==> src/shared/cswc_pkg.sv <==
// constants, register map and state codes for the sleep and wakeup control block
// assumes a 32-bit apb register bus and a single 200 mhz core clock
package cswc_pkg;

  // register byte offsets on the apb bus
  localparam logic [11:0] CSWC_CTL_OFFSET    = 12'h000; // system_control_reg
  localparam logic [11:0] CSWC_STATUS_OFFSET = 12'h004; // sleep status, read only

  // system_control_reg field positions
  localparam int CSWC_SAH_BIT  = 1; // sleep_after_handler_ctl
  localparam int CSWC_DEEP_BIT = 2; // deep_sleep_select
  localparam int CSWC_EOP_BIT  = 4; // event_on_pending_ctl

  // status register field positions
  localparam int CSWC_ST_SLEEP_BIT = 0; // asleep now
  localparam int CSWC_ST_DEEP_BIT  = 1; // current sleep is deep
  localparam int CSWC_ST_STATE_LSB = 2; // two-bit sleep state code
  localparam int CSWC_ST_SPUR_BIT  = 4; // last wake came from system activity

  // values after reset
  localparam logic [31:0] CSWC_CTL_RESET   = 32'h0000_0000;
  localparam logic        CSWC_LATCH_RESET = 1'b0;
  localparam logic [31:0] CSWC_RDATA_RESET = 32'h0000_0000;

  // sleep state machine
  typedef enum logic [1:0] {
    CSWC_ST_RUN  = 2'b00, // executing
    CSWC_ST_INTR = 2'b01, // asleep after wait_for_interrupt_instr
    CSWC_ST_EVNT = 2'b10, // asleep after wait_for_event_instr
    CSWC_ST_EXIT = 2'b11  // asleep after handler return to thread mode
  } cswc_state_type;

endpackage

==> src/shared/cswc_ctl_if.sv <==
// control and status bundle between the register slave and the sleep sequencer
// assumes both ends run on ref_clk
`timescale 1ns/10ps
interface cswc_ctl_if;
  logic                      sleep_after_handler_ctl; // sleep when handler returns to thread
  logic                      deep_sleep_select;       // sleep entries go deep
  logic                      event_on_pending_ctl;    // new pending interrupt raises event
  logic                      sleeping;                // core asleep now
  logic                      deep_active;             // current sleep is deep
  cswc_pkg::cswc_state_type  state;                   // sleep state code
  logic                      spurious_wake;           // last wake from system activity

  // register side drives the controls and reads the status
  modport regs (output sleep_after_handler_ctl, output deep_sleep_select,
                output event_on_pending_ctl, input sleeping, input deep_active,
                input state, input spurious_wake);
  // sequencer side reads the controls and drives the status
  modport core (input sleep_after_handler_ctl, input deep_sleep_select,
                input event_on_pending_ctl, output sleeping, output deep_active,
                output state, output spurious_wake);
endinterface // cswc_ctl_if

==> src/rtl/cswc_apb_regs.sv <==
// apb slave holding the control register and showing sleep status
// assumes zero-wait-state apb; unmapped addresses answer with pslverr
`timescale 1ns/10ps
module cswc_apb_regs #(
  parameter int ADDR_W = 12 // apb address width
) (
  input  wire logic              ref_clk, // core clock
  input  wire logic              rst_b,   // async reset, active low
  input  wire logic              psel,    // apb select
  input  wire logic              penable, // apb access phase
  input  wire logic              pwrite,  // apb direction
  input  wire logic [ADDR_W-1:0] paddr,   // apb byte address
  input  wire logic [31:0]       pwdata,  // apb write data
  output logic      [31:0]       prdata,  // apb read data
  output logic                   pready,  // apb ready
  output logic                   pslverr, // apb error
  cswc_ctl_if.regs               ctl      // control and status bundle
);
  import cswc_pkg::*;

  // refuse address widths that the 12-bit offset compare cannot serve
  if (ADDR_W < 3 || ADDR_W > 12) begin : g_bad_addr_w
    $error("cswc_apb_regs: ADDR_W must be 3..12");
  end

  logic [11:0] addr_w;   // address widened to offset width
  logic        hit_ctl;  // control register addressed
  logic        hit_stat; // status register addressed
  logic [31:0] ctl_q;    // control register contents
  logic [31:0] rd_d;     // read mux

  assign addr_w = 12'(paddr);

  // address decode
  always_comb begin
    hit_ctl  = 1'b0;
    hit_stat = 1'b0;
    if (addr_w == CSWC_CTL_OFFSET) begin
      hit_ctl = 1'b1;
    end else if (addr_w == CSWC_STATUS_OFFSET) begin
      hit_stat = 1'b1;
    end
  end

  // zero wait states; error on unmapped addresses during access
  assign pready  = 1'b1;
  assign pslverr = psel & penable & ~hit_ctl & ~hit_stat;

  // control register write; reserved bits stay zero
  always_ff @(posedge ref_clk or negedge rst_b) begin
    if (!rst_b) begin
      ctl_q <= CSWC_CTL_RESET;
    end else if (psel && penable && pwrite && hit_ctl) begin
      ctl_q                <= 32'h0000_0000;
      ctl_q[CSWC_SAH_BIT]  <= pwdata[CSWC_SAH_BIT];
      ctl_q[CSWC_DEEP_BIT] <= pwdata[CSWC_DEEP_BIT];
      ctl_q[CSWC_EOP_BIT]  <= pwdata[CSWC_EOP_BIT];
    end
  end

  assign ctl.sleep_after_handler_ctl = ctl_q[CSWC_SAH_BIT];
  assign ctl.deep_sleep_select       = ctl_q[CSWC_DEEP_BIT];
  assign ctl.event_on_pending_ctl    = ctl_q[CSWC_EOP_BIT];

  // read mux; the event latch has no path here
  always_comb begin
    rd_d = 32'h0000_0000;
    if (hit_ctl) begin
      rd_d = ctl_q;
    end else if (hit_stat) begin
      rd_d[CSWC_ST_SLEEP_BIT]                    = ctl.sleeping;
      rd_d[CSWC_ST_DEEP_BIT]                     = ctl.deep_active;
      rd_d[CSWC_ST_STATE_LSB+1:CSWC_ST_STATE_LSB] = ctl.state;
      rd_d[CSWC_ST_SPUR_BIT]                     = ctl.spurious_wake;
    end
  end

  // read data captured in the setup cycle, valid through the access phase
  always_ff @(posedge ref_clk or negedge rst_b) begin
    if (!rst_b) begin
      prdata <= CSWC_RDATA_RESET;
    end else if (psel && !penable && !pwrite) begin
      prdata <= rd_d;
    end
  end
endmodule // cswc_apb_regs

==> src/rtl/cswc_event_latch.sv <==
// one-bit event latch with set winning over clear
// assumes set and clear are single-cycle requests on ref_clk
`timescale 1ns/10ps
module cswc_event_latch (
  input  wire logic ref_clk, // core clock
  input  wire logic rst_b,   // async reset, active low
  input  wire logic set_req, // hardware event seen
  input  wire logic clr_req, // event consumed
  output logic      evt_q    // latch value
);
  import cswc_pkg::*;

  // set wins so that an event arriving while the latch is consumed is kept
  always_ff @(posedge ref_clk or negedge rst_b) begin
    if (!rst_b) begin
      evt_q <= CSWC_LATCH_RESET;
    end else if (set_req) begin
      evt_q <= 1'b1;
    end else if (clr_req) begin
      evt_q <= 1'b0;
    end
  end
endmodule // cswc_event_latch

==> src/rtl/cswc_top.sv <==
// sleep entry and wakeup sequencer for a small processor core
// assumes instruction strobes are one-cycle pulses from the core pipeline on ref_clk
`timescale 1ns/10ps
module cswc_top #(
  parameter int ADDR_W = 12 // apb address width
) (
  input  wire logic                     ref_clk,                  // core clock, 200 mhz
  input  wire logic                     rst_b,                    // async reset, active low
  input  wire logic                     psel,                     // apb select
  input  wire logic                     penable,                  // apb access phase
  input  wire logic                     pwrite,                   // apb direction
  input  wire logic [ADDR_W-1:0]        paddr,                    // apb byte address
  input  wire logic [31:0]              pwdata,                   // apb write data
  output logic      [31:0]              prdata,                   // apb read data
  output logic                          pready,                   // apb ready
  output logic                          pslverr,                  // apb error
  input  wire logic                     wait_for_interrupt_instr, // interrupt wait, pulse
  input  wire logic                     wait_for_event_instr,     // event wait, pulse
  input  wire logic                     send_event_instr,         // local send-event, pulse
  input  wire logic                     remote_send_event,        // other cpu send-event
  input  wire logic                     ext_event,                // external event input
  input  wire logic                     handler_return_thread,    // return to thread, pulse
  input  wire logic                     exc_entry_req,            // exception can enter
  input  wire logic                     irq_above_prio,           // enabled higher irq pending
  input  wire logic                     interrupt_mask_bit,       // core interrupt mask
  input  wire logic                     new_irq_pending,          // irq became pending, pulse
  input  wire logic                     debug_wake,               // system activity wake
  output logic                          issue_stop,               // core must not issue
  output logic                          evt_wait_skip,            // event wait ends, no sleep
  output logic                          handler_hold,             // wake but hold handler
  output logic                          core_clk_stop,            // ordinary sleep clock stop
  output logic                          deep_sleep_req,           // deep sleep request
  output logic                          send_event_out,           // send-event to others
  output logic                          wake_pulse,               // core woke, one cycle
  output cswc_pkg::cswc_state_type      sleep_state               // sleep state code
);
  import cswc_pkg::*;

  // refuse address widths the register slave cannot decode
  if (ADDR_W < 3 || ADDR_W > 12) begin : g_bad_addr_w
    $error("cswc_top: ADDR_W must be 3..12");
  end

  cswc_ctl_if ctl (); // control and status bundle

  cswc_state_type state_q;      // sleep state
  cswc_state_type state_d;      // next sleep state
  logic           evt_q;        // event latch
  logic           evt_set;      // latch set request
  logic           evt_clr;      // latch clear request
  logic           pend_evt;     // pending irq raises an event
  logic           wake_irq;     // wake cause for interrupt-type sleep
  logic           wake_evt;     // wake cause for event sleep
  logic           wake_now;     // leaving sleep this cycle
  logic           deep_q;       // current sleep is deep
  logic           spur_q;       // last wake was spurious
  logic           clk_stop_q;   // registered clock stop
  logic           deep_req_q;   // registered deep request
  logic           wake_q;       // registered wake pulse
  logic           send_q;       // registered send-event output

  // register slave; the latch is deliberately not wired to it
  cswc_apb_regs #(
    .ADDR_W (ADDR_W)
  ) u_regs (
    .ref_clk (ref_clk),
    .rst_b   (rst_b),
    .psel    (psel),
    .penable (penable),
    .pwrite  (pwrite),
    .paddr   (paddr),
    .pwdata  (pwdata),
    .prdata  (prdata),
    .pready  (pready),
    .pslverr (pslverr),
    .ctl     (ctl.regs)
  );

  // event sources; while asleep on an event wait they wake directly instead
  assign pend_evt = ctl.event_on_pending_ctl & new_irq_pending;
  assign evt_set  = (ext_event | remote_send_event | pend_evt)
                  & (state_q != CSWC_ST_EVNT);
  // latch consumed by a skipped event wait, or by a wake from event sleep
  assign evt_clr  = ((state_q == CSWC_ST_RUN) & wait_for_event_instr
                     & ~wait_for_interrupt_instr & evt_q)
                  | ((state_q == CSWC_ST_EVNT) & wake_evt);

  cswc_event_latch u_latch (
    .ref_clk (ref_clk),
    .rst_b   (rst_b),
    .set_req (evt_set),
    .clr_req (evt_clr),
    .evt_q   (evt_q)
  );

  // wake causes; mask set still wakes on an enabled higher irq
  assign wake_irq = exc_entry_req | (interrupt_mask_bit & irq_above_prio)
                  | debug_wake;
  assign wake_evt = wake_irq | ext_event | remote_send_event | pend_evt
                  | evt_q;

  // next state of the sleep sequencer
  always_comb begin
    state_d  = state_q;
    wake_now = 1'b0;
    case (state_q)
      CSWC_ST_RUN: begin
        if (wait_for_interrupt_instr) begin
          state_d = CSWC_ST_INTR;
        end else if (wait_for_event_instr && !evt_q) begin
          state_d = CSWC_ST_EVNT;
        end else if (handler_return_thread && ctl.sleep_after_handler_ctl) begin
          state_d = CSWC_ST_EXIT;
        end
      end
      CSWC_ST_INTR, CSWC_ST_EXIT: begin
        if (wake_irq) begin
          state_d  = CSWC_ST_RUN;
          wake_now = 1'b1;
        end
      end
      CSWC_ST_EVNT: begin
        if (wake_evt) begin
          state_d  = CSWC_ST_RUN;
          wake_now = 1'b1;
        end
      end
      default: begin
        state_d = CSWC_ST_RUN;
      end
    endcase
  end

  // sleep state register
  always_ff @(posedge ref_clk or negedge rst_b) begin
    if (!rst_b) begin
      state_q <= CSWC_ST_RUN;
    end else begin
      state_q <= state_d;
    end
  end

  // sleep depth captured at entry and held through the sleep
  always_ff @(posedge ref_clk or negedge rst_b) begin
    if (!rst_b) begin
      deep_q <= 1'b0;
    end else if (state_q == CSWC_ST_RUN && state_d != CSWC_ST_RUN) begin
      deep_q <= ctl.deep_sleep_select;
    end
  end

  // power outputs follow the next state so they line up with it
  always_ff @(posedge ref_clk or negedge rst_b) begin
    if (!rst_b) begin
      clk_stop_q <= 1'b0;
      deep_req_q <= 1'b0;
    end else if (state_d == CSWC_ST_RUN) begin
      clk_stop_q <= 1'b0;
      deep_req_q <= 1'b0;
    end else if (state_q == CSWC_ST_RUN) begin
      clk_stop_q <= ~ctl.deep_sleep_select;
      deep_req_q <= ctl.deep_sleep_select;
    end
  end

  // wake pulse and spurious-wake flag
  always_ff @(posedge ref_clk or negedge rst_b) begin
    if (!rst_b) begin
      wake_q <= 1'b0;
      spur_q <= 1'b0;
    end else begin
      wake_q <= wake_now;
      if (wake_now) begin
        spur_q <= debug_wake & ~exc_entry_req & ~irq_above_prio;
      end
    end
  end

  // local send-event goes out to the other processors
  always_ff @(posedge ref_clk or negedge rst_b) begin
    if (!rst_b) begin
      send_q <= 1'b0;
    end else begin
      send_q <= send_event_instr;
    end
  end

  // outputs
  assign issue_stop     = (state_q != CSWC_ST_RUN);
  assign evt_wait_skip  = (state_q == CSWC_ST_RUN) & wait_for_event_instr
                        & ~wait_for_interrupt_instr & evt_q;
  assign handler_hold   = interrupt_mask_bit & irq_above_prio;
  assign core_clk_stop  = clk_stop_q;
  assign deep_sleep_req = deep_req_q;
  assign send_event_out = send_q;
  assign wake_pulse     = wake_q;
  assign sleep_state    = state_q;

  // status toward the register slave
  assign ctl.sleeping      = (state_q != CSWC_ST_RUN);
  assign ctl.deep_active   = deep_q & (state_q != CSWC_ST_RUN);
  assign ctl.state         = state_q;
  assign ctl.spurious_wake = spur_q;
endmodule // cswc_top

==> config.mk <==
export PLATFORM = sky130hd
export DESIGN_NAME = cswc_top
export DESIGN_NICKNAME = d
export VERILOG_FILES = /design/src/shared/cswc_pkg.sv /design/src/shared/cswc_ctl_if.sv /design/src/rtl/cswc_apb_regs.sv /design/src/rtl/cswc_event_latch.sv /design/src/rtl/cswc_top.sv
export SDC_FILE = /design/constraint.sdc
export NUM_CORES = 1
export LEC_CHECK = 0
export BUFFER_PORTS_ARGS = -buffer_cell sky130_fd_sc_hd__buf_4
export CAP_MARGIN = 15
export CORE_MARGIN = 5
export CORE_UTILIZATION = 36
export DETAILED_ROUTE_END_ITERATION = 10
export GPL_TIMING_DRIVEN = 0
export PLACE_DENSITY = 0.81
export SLEW_MARGIN = 20
export SYNTH_ARGS = -nofsm -noshare
export SYNTH_HDL_FRONTEND = slang
export SYNTH_SLANG_ARGS = --single-unit
==> constraint.sdc <==
create_clock -name ref_clk -period 1.59 [get_ports ref_clk]
set_input_delay 0.0795 -clock ref_clk [delete_from_list [all_inputs] [get_ports ref_clk]]
set_output_delay 0.0795 -clock ref_clk [all_outputs]
set_load 0.005 [all_outputs]
==> impl_metrics.toml, run 1 <==
[outcome]
status = "finished clean"

[worst_setup_path]
slowest_delay_ns = 0.50
worstSetupPathType = "reg -> reg"
startpoint = "sleep_state[1]"
critPathRequiredTime_ns = 1.79
r2r_start = "sleep_state[1]"
crit_chain = "nor2_4 -> inv_2 -> a211oi_1 -> a31oi_1 -> a21oi_1"
crit_path_start_kind = "flop"
r2r_setup_slack_ns = 0.18
cp-end-kind = "flop"
crit_family = "compound AO/OA/AOI/OAI gates"
cp.buffers_inverters = 1
cp.arrival_ns = 1.62
crit_slowest_cell = "dfrtp_1"
cp_max_fo = 8

[synthesis]
synth.avg_cell_area_um2 = 9.85
netlist_area_um2 = 1080
synth_edf_count = 0
synthTopCellsByArea = "dfrtp_1, buf_4, mux2_4"
yosys_most_used_dff = "dfrtp_1"
synth-warning-count = 0
async_flop_share_pct = 100
synth_cell_type_count = 32
ys_seq_area_share_pct = 39.3
yosysTopAreaCellShare_pct = 39.3
synth-seq-cells = 17
synth_top_cell_by_area = "dfrtp_1"
syn_inst = 110

[finish]
fillCellCount = 287
multi_input_area_um2 = 542
drive_gt1_share_pct = 47.3
finalNetCount = 247
diodes = 0
syn_to_final_growth_pct = 49.0
layout.cells.non_filler = 219
regArea_um2 = 425
postLayoutCoreUtil_pct = 54.2

[routing]
antenna_left = 0
routed_wl_um = 2470
vias = 933
drc_errors = 0
first_pass_iters = 4
vias_per_cell = 4.26
drt-initial-drc-count = 21
drt-wirelength-per-cell_um = 11.3

[sta]
worst_slew_pin_slew_ns = 0.734
relSlewSlack_pct = 50.8
hold-worst-slack_ns = 0.0260
fmax_mhz = 707
rsz0062_at_grt = "false"
setup_viol = 0
period_share_pct = 89.0
fin_ws_ns = 0.175
finalCriticalPeriod_ns = 1.41
tns_ns = 0
finClkSkew_ns = 0.00714
drv_slew = 0
final-hold-violation-count = 0

[placement]
port_buffers = 44
gp_congestion = 0.756
hpwlAfterDp_um = 2110
pre_cts_slack_ns = -0.0214
dp.cells = 213

[clock_network]
numCtsBuffers = 3
clk_latency_ns = 0.28
cts-root-to-sink-buffers = 2
clkTransAtPathRegs_ns = 0.09
clk_root_buffer_cell = "clkbuf_4"
cts_max_level = 1
clock_sinks = 17
cts_tree = "yes"

[global_routing]
grt_pass1_vias = 907
grt_max_degree = 18
grt_overflow_total = 0
grt_usage_pct = 11.7
grt_antenna_before_repair = 0
grt_pass1_wl_um = 3840

[power]
power.leakage_uw = 0.000880
peakVddDrop_mv = 0.434
powerDensity_nw_per_um2 = 573

[worst_hold_path]
holdCritStartpoint = "pwdata[1]"
hp-class = "in -> reg"

[die]
rows = 20
dieArea_um2 = 4210
coreArea_um2 = 2980
io_pins = 103
die_w_um = 64.9
die_h_um = 64.9
initial_core_util_pct = 36.4

[job]
drv_cap = 0
## cell usage in the layout, fill, tap and decap left out, types with 3 or more instances in the layout
cell | netlist | layout
nor2_1 | 6 | 5
buf_4 | 28 | 72
conb_1 | 2 | 28
a21oi_1 | 5 | 5
o21ai_0 | 5 | 5
mux2_4 | 3 | 3
inv_1 | 3 | 3
dfrtp_1 | 17 | 17
nand2_1 | 7 | 7
a31oi_1 | 4 | 4
clkbuf_4 | 0 | 3
mux2i_1 | 3 | 3
## worst paths after layout
path / depth (start not counted) / end
setup reg to reg: 5 / core_clk_stop
max in group asynchronous: 2 / send_event_out
hold / removal: 2 / u_regs.ctl_q[1]
setup / recovery: 5 / core_clk_stop
min in group asynchronous: 2 / ctl.spurious_wake
hold reg to reg: 2 / u_regs.prdata[2]
## per-stage QoR
| stage | area (um2) | total power (uW) |
|---|---|---|
| after floorplan | 1180 | 590 |
| after global placement | 1550 | 701 |
| after detailed placement | 1550 | 704 |
| after CTS | 1600 | 933 |
| after global routing | 1610 | 986 |
| final | 1610 | 925 |
## where the power goes
group / internal, uW / total (uW) / switching (uW) / leakage, uW
clock network: 97.3 / 219 / 122 / 0.0000150
registers: 447 / 463 / 15.2 / 0.000226
logic: 143 / 243 / 101 / 0.000639
total: 687 / 925 / 238 / 0.000880
## flip-flops by register name, summed over array words and instances (netlist names)
signal,cells
wake_pulse,1
u_regs.ctl_q,3
deep_q,1
send_event_out,1
deep_sleep_req,1
u_regs.prdata,5
sleep_state,2
ctl.spurious_wake,1
u_latch.evt_q,1
core_clk_stop,1
## metal layers
layer  vias up  GRT usage (%)  part of all wire (%)
li1        478              -                     -
met1       413           12.6                    37
met2        38           21.1                    52
met3         4           5.20                   9.9
met4         0           2.37                   1.1
met5         -              0                     0
## synth_stat cells (2+ instances only)
| cell type | number |
|---|---|
| a32o_1 | 2 |
| mux2i_1 | 3 |
| inv_1 | 3 |
| a211oi_1 | 3 |
| mux2_4 | 3 |
| dfrtp_1 | 17 |
| a21oi_1 | 5 |
| o21ai_0 | 5 |
| nor2b_1 | 3 |
| a31oi_1 | 4 |
| nor2_1 | 6 |
| buf_4 | 28 |
| nor4_4 | 2 |
| conb_1 | 2 |
| nand2_1 | 7 |
## cell type report
class                      count  area share [%]
multi-input combinational     86            33.6
sequential                    17            26.4
timing repair buffer          46            21.7
buffer                        29            13.3
tap                           33            2.56
clock buffer                   4            1.63
inverter                       4           0.930
## logic make-up after synthesis
logic type | count (synthesis) | synth area share [%]
flip-flops | 17 | 39.3
multiplexers | 7 | 7.97
AND/OR/NAND/NOR | 28 | 17.2
other | 2 | 0.693
buffers and inverters | 33 | 21.1
AO/OA/AOI/OAI | 23 | 13.7
## repair_timing
item	4_1_cts	5_1_grt
setup buffers	0	0
setup endpoints to repair	0	2
hold endpoints to repair	18	0
hold buffers	2	0
gates resized for setup	0	4
(Power assumes the default switching activity.)
==> run 2: changes to the inputs <==
--- a/config.mk
+++ b/config.mk
@@ -8,10 +8,11 @@
 export BUFFER_PORTS_ARGS = -buffer_cell sky130_fd_sc_hd__buf_4
 export CAP_MARGIN = 15
 export CORE_MARGIN = 5
-export CORE_UTILIZATION = 36
+export CORE_UTILIZATION = 37
+export CTS_BUF_LIST = sky130_fd_sc_hd__clkbuf_4 sky130_fd_sc_hd__clkbuf_8
 export DETAILED_ROUTE_END_ITERATION = 10
 export GPL_TIMING_DRIVEN = 0
-export PLACE_DENSITY = 0.81
+export PLACE_DENSITY = 0.83
 export SLEW_MARGIN = 20
 export SYNTH_ARGS = -nofsm -noshare
 export SYNTH_HDL_FRONTEND = slang
==> run 2 against run 1 <==
Against the previous run:
- first-iteration DRC count is 76% lower
- hold slack better by 0.11 ns
- maximum frequency is 2.5% lower
- clock power is 11% higher
- largest cell class unchanged
- global-route usage is 0.62 points higher
- highest routed layer unchanged
- power is 3.5% higher
- sequential share of layout area is 0.50 points lower
==> impl_metrics.toml, run 2 (same netlist as run 1, synthesis figures left out) <==
[finish]
top_register = "u_regs.prdata"
postLayoutCoreUtil_pct = 59.2
fillCellCount = 247
layout.cells.non_filler = 220
syn_to_final_growth_pct = 51.8
finalNetCount = 250
drive_gt1_share_pct = 47.1
final_cell_mix = "buf_4, conb_1, dfrtp_1"
largest_reg_flops = 5
fin_area_um2 = 1650
final_common_cell = "buf_4"
diodes = 0
multi_input_area_um2 = 542
regArea_um2 = 425

[worst_setup_path]
slowest_delay_ns = 0.43
crit_chain = "a211oi_2 -> nor2b_2 -> a31oi_1 -> a21oi_1"
crit_slowest_cell = "dfrtp_1"
cp.arrival_ns = 1.67
cp-end-kind = "flop"
crit_path_start_kind = "flop"
worstSetupPathType = "reg -> reg"
cp_max_fo = 4
critPathRequiredTime_ns = 1.81
r2r_setup_slack_ns = 0.14

[clock_network]
cts-root-to-sink-buffers = 2
clk_root_buffer_cell = "clkbuf_4"
post_cts_buffers = 0
numCtsBuffers = 3
clkTransAtPathRegs_ns = 0.09
cts_max_level = 1
cts_tree = "yes"
clk_latency_ns = 0.29
clock_sinks = 17

[sta]
hold-worst-slack_ns = 0.138
finClkSkew_ns = 0.00263
fmax_mhz = 689
drv_slew = 0
relSlewSlack_pct = 55.6
worst_slew_pin_slew_ns = 0.662
final-hold-violation-count = 0
rsz0062_at_grt = "false"
setup_viol = 0
period_share_pct = 91.2
finalCriticalPeriod_ns = 1.45

[routing]
antenna_left = 0
drt-initial-drc-count = 5
drt-wirelength-per-cell_um = 11.5
drc_errors = 0
vias = 954
vias_per_cell = 4.34
routed_wl_um = 2520
first_pass_iters = 4

[global_routing]
grt_pass1_vias = 914
grt_pass1_wl_um = 4100
grt_max_degree = 18
grt_antenna_before_repair = 0
grt_overflow_total = 0
grt_usage_pct = 12.3

[power]
peakVddDrop_mv = 0.528
cellInternalPower_uw = 710
powerDensity_nw_per_um2 = 582
switching_share_pct = 25.9
power.leakage_uw = 0.000896
seqPwrFrac_pct = 48.4
p_switching_uw = 247
clock_power_share_pct = 25.5
pwr-share-comb_pct = 26.0

[die]
dieArea_um2 = 4110
io_pins = 103
die_w_um = 64.1
rows = 19
die_h_um = 64.1
coreArea_um2 = 2780
initial_core_util_pct = 39.0

[outcome]
status = "finished clean"

[job]
drv_cap = 0

[placement]
gp_congestion = 0.798
hpwlAfterDp_um = 2150
dp.cells = 211
port_buffers = 44
placed_cell_area_um2 = 1550

[worst_hold_path]
hp-class = "in -> reg"
run 2: final cells by class:
class / instances / share of cell area [%]
repair buffers: 49 / 23.1
multi-input cells: 86 / 32.9
flip-flops and latches: 17 / 25.9
plain buffers: 29 / 13.0
well taps: 31 / 2.36
clock buffers: 4 / 1.83
inverters: 4 / 0.913
run 2: routing by layer:
metal / up-vias / global-route usage (%) / share of wire [%]
li1: 483 / - / -
met1: 426 / 15.1 / 40
met2: 41 / 20.4 / 50
met3: 4 / 4.73 / 9.3
met4: 0 / 3.05 / 0.75
met5: - / 0 / 0
run 2: repair_timing:
action	4_1_cts	5_1_grt
endpoints found under the setup margin	1	2
hold buffers	2	3
hold endpoints to repair	18	3
resized for setup	1	3
run 2: metrics by stage:
step,worst slack (ns),TNS (ns),power (uW)
final,0.139,0,957
after global routing,0.0420,0,1030
after CTS,0.0272,0,957
after detailed placement,-0.0468,-0.137,704
after global placement,-0.0219,-0.0647,702
after floorplan,0.173,0,590
run 2: worst paths after layout:
| path | from | end | depth (start not counted) |
|---|---|---|---|
| hold / removal | debug_wake | sleep_state[1] | 4 |
| setup / recovery | u_regs.ctl_q[4] | core_clk_stop | 4 |
| max in group asynchronous | rst_b | u_regs.prdata[0] | 2 |
| setup reg to reg | u_regs.ctl_q[4] | core_clk_stop | 4 |
| min in group asynchronous | rst_b | deep_q | 2 |
| hold reg to reg | u_regs.prdata[2] | u_regs.prdata[2] | 2 |
run 2: worst max-delay path, delay by kind of cell (launching register included):
family / cells / cell delay [ns]
AND/OR/NAND/NOR: 1 / 0.26
AO/OA/AOI/OAI: 3 / 0.68
flip-flops: 1 / 0.43
run 2: power by group through the flow:
stage                     Clock (uW)  Combinational (uW)  Sequential [uW]
after global routing             289                 277              467
final                            244                 249              464
after global placement             0                 232              470
after CTS                        256                 239              462
after detailed placement           0                 234              471
after floorplan                    0                 121              468
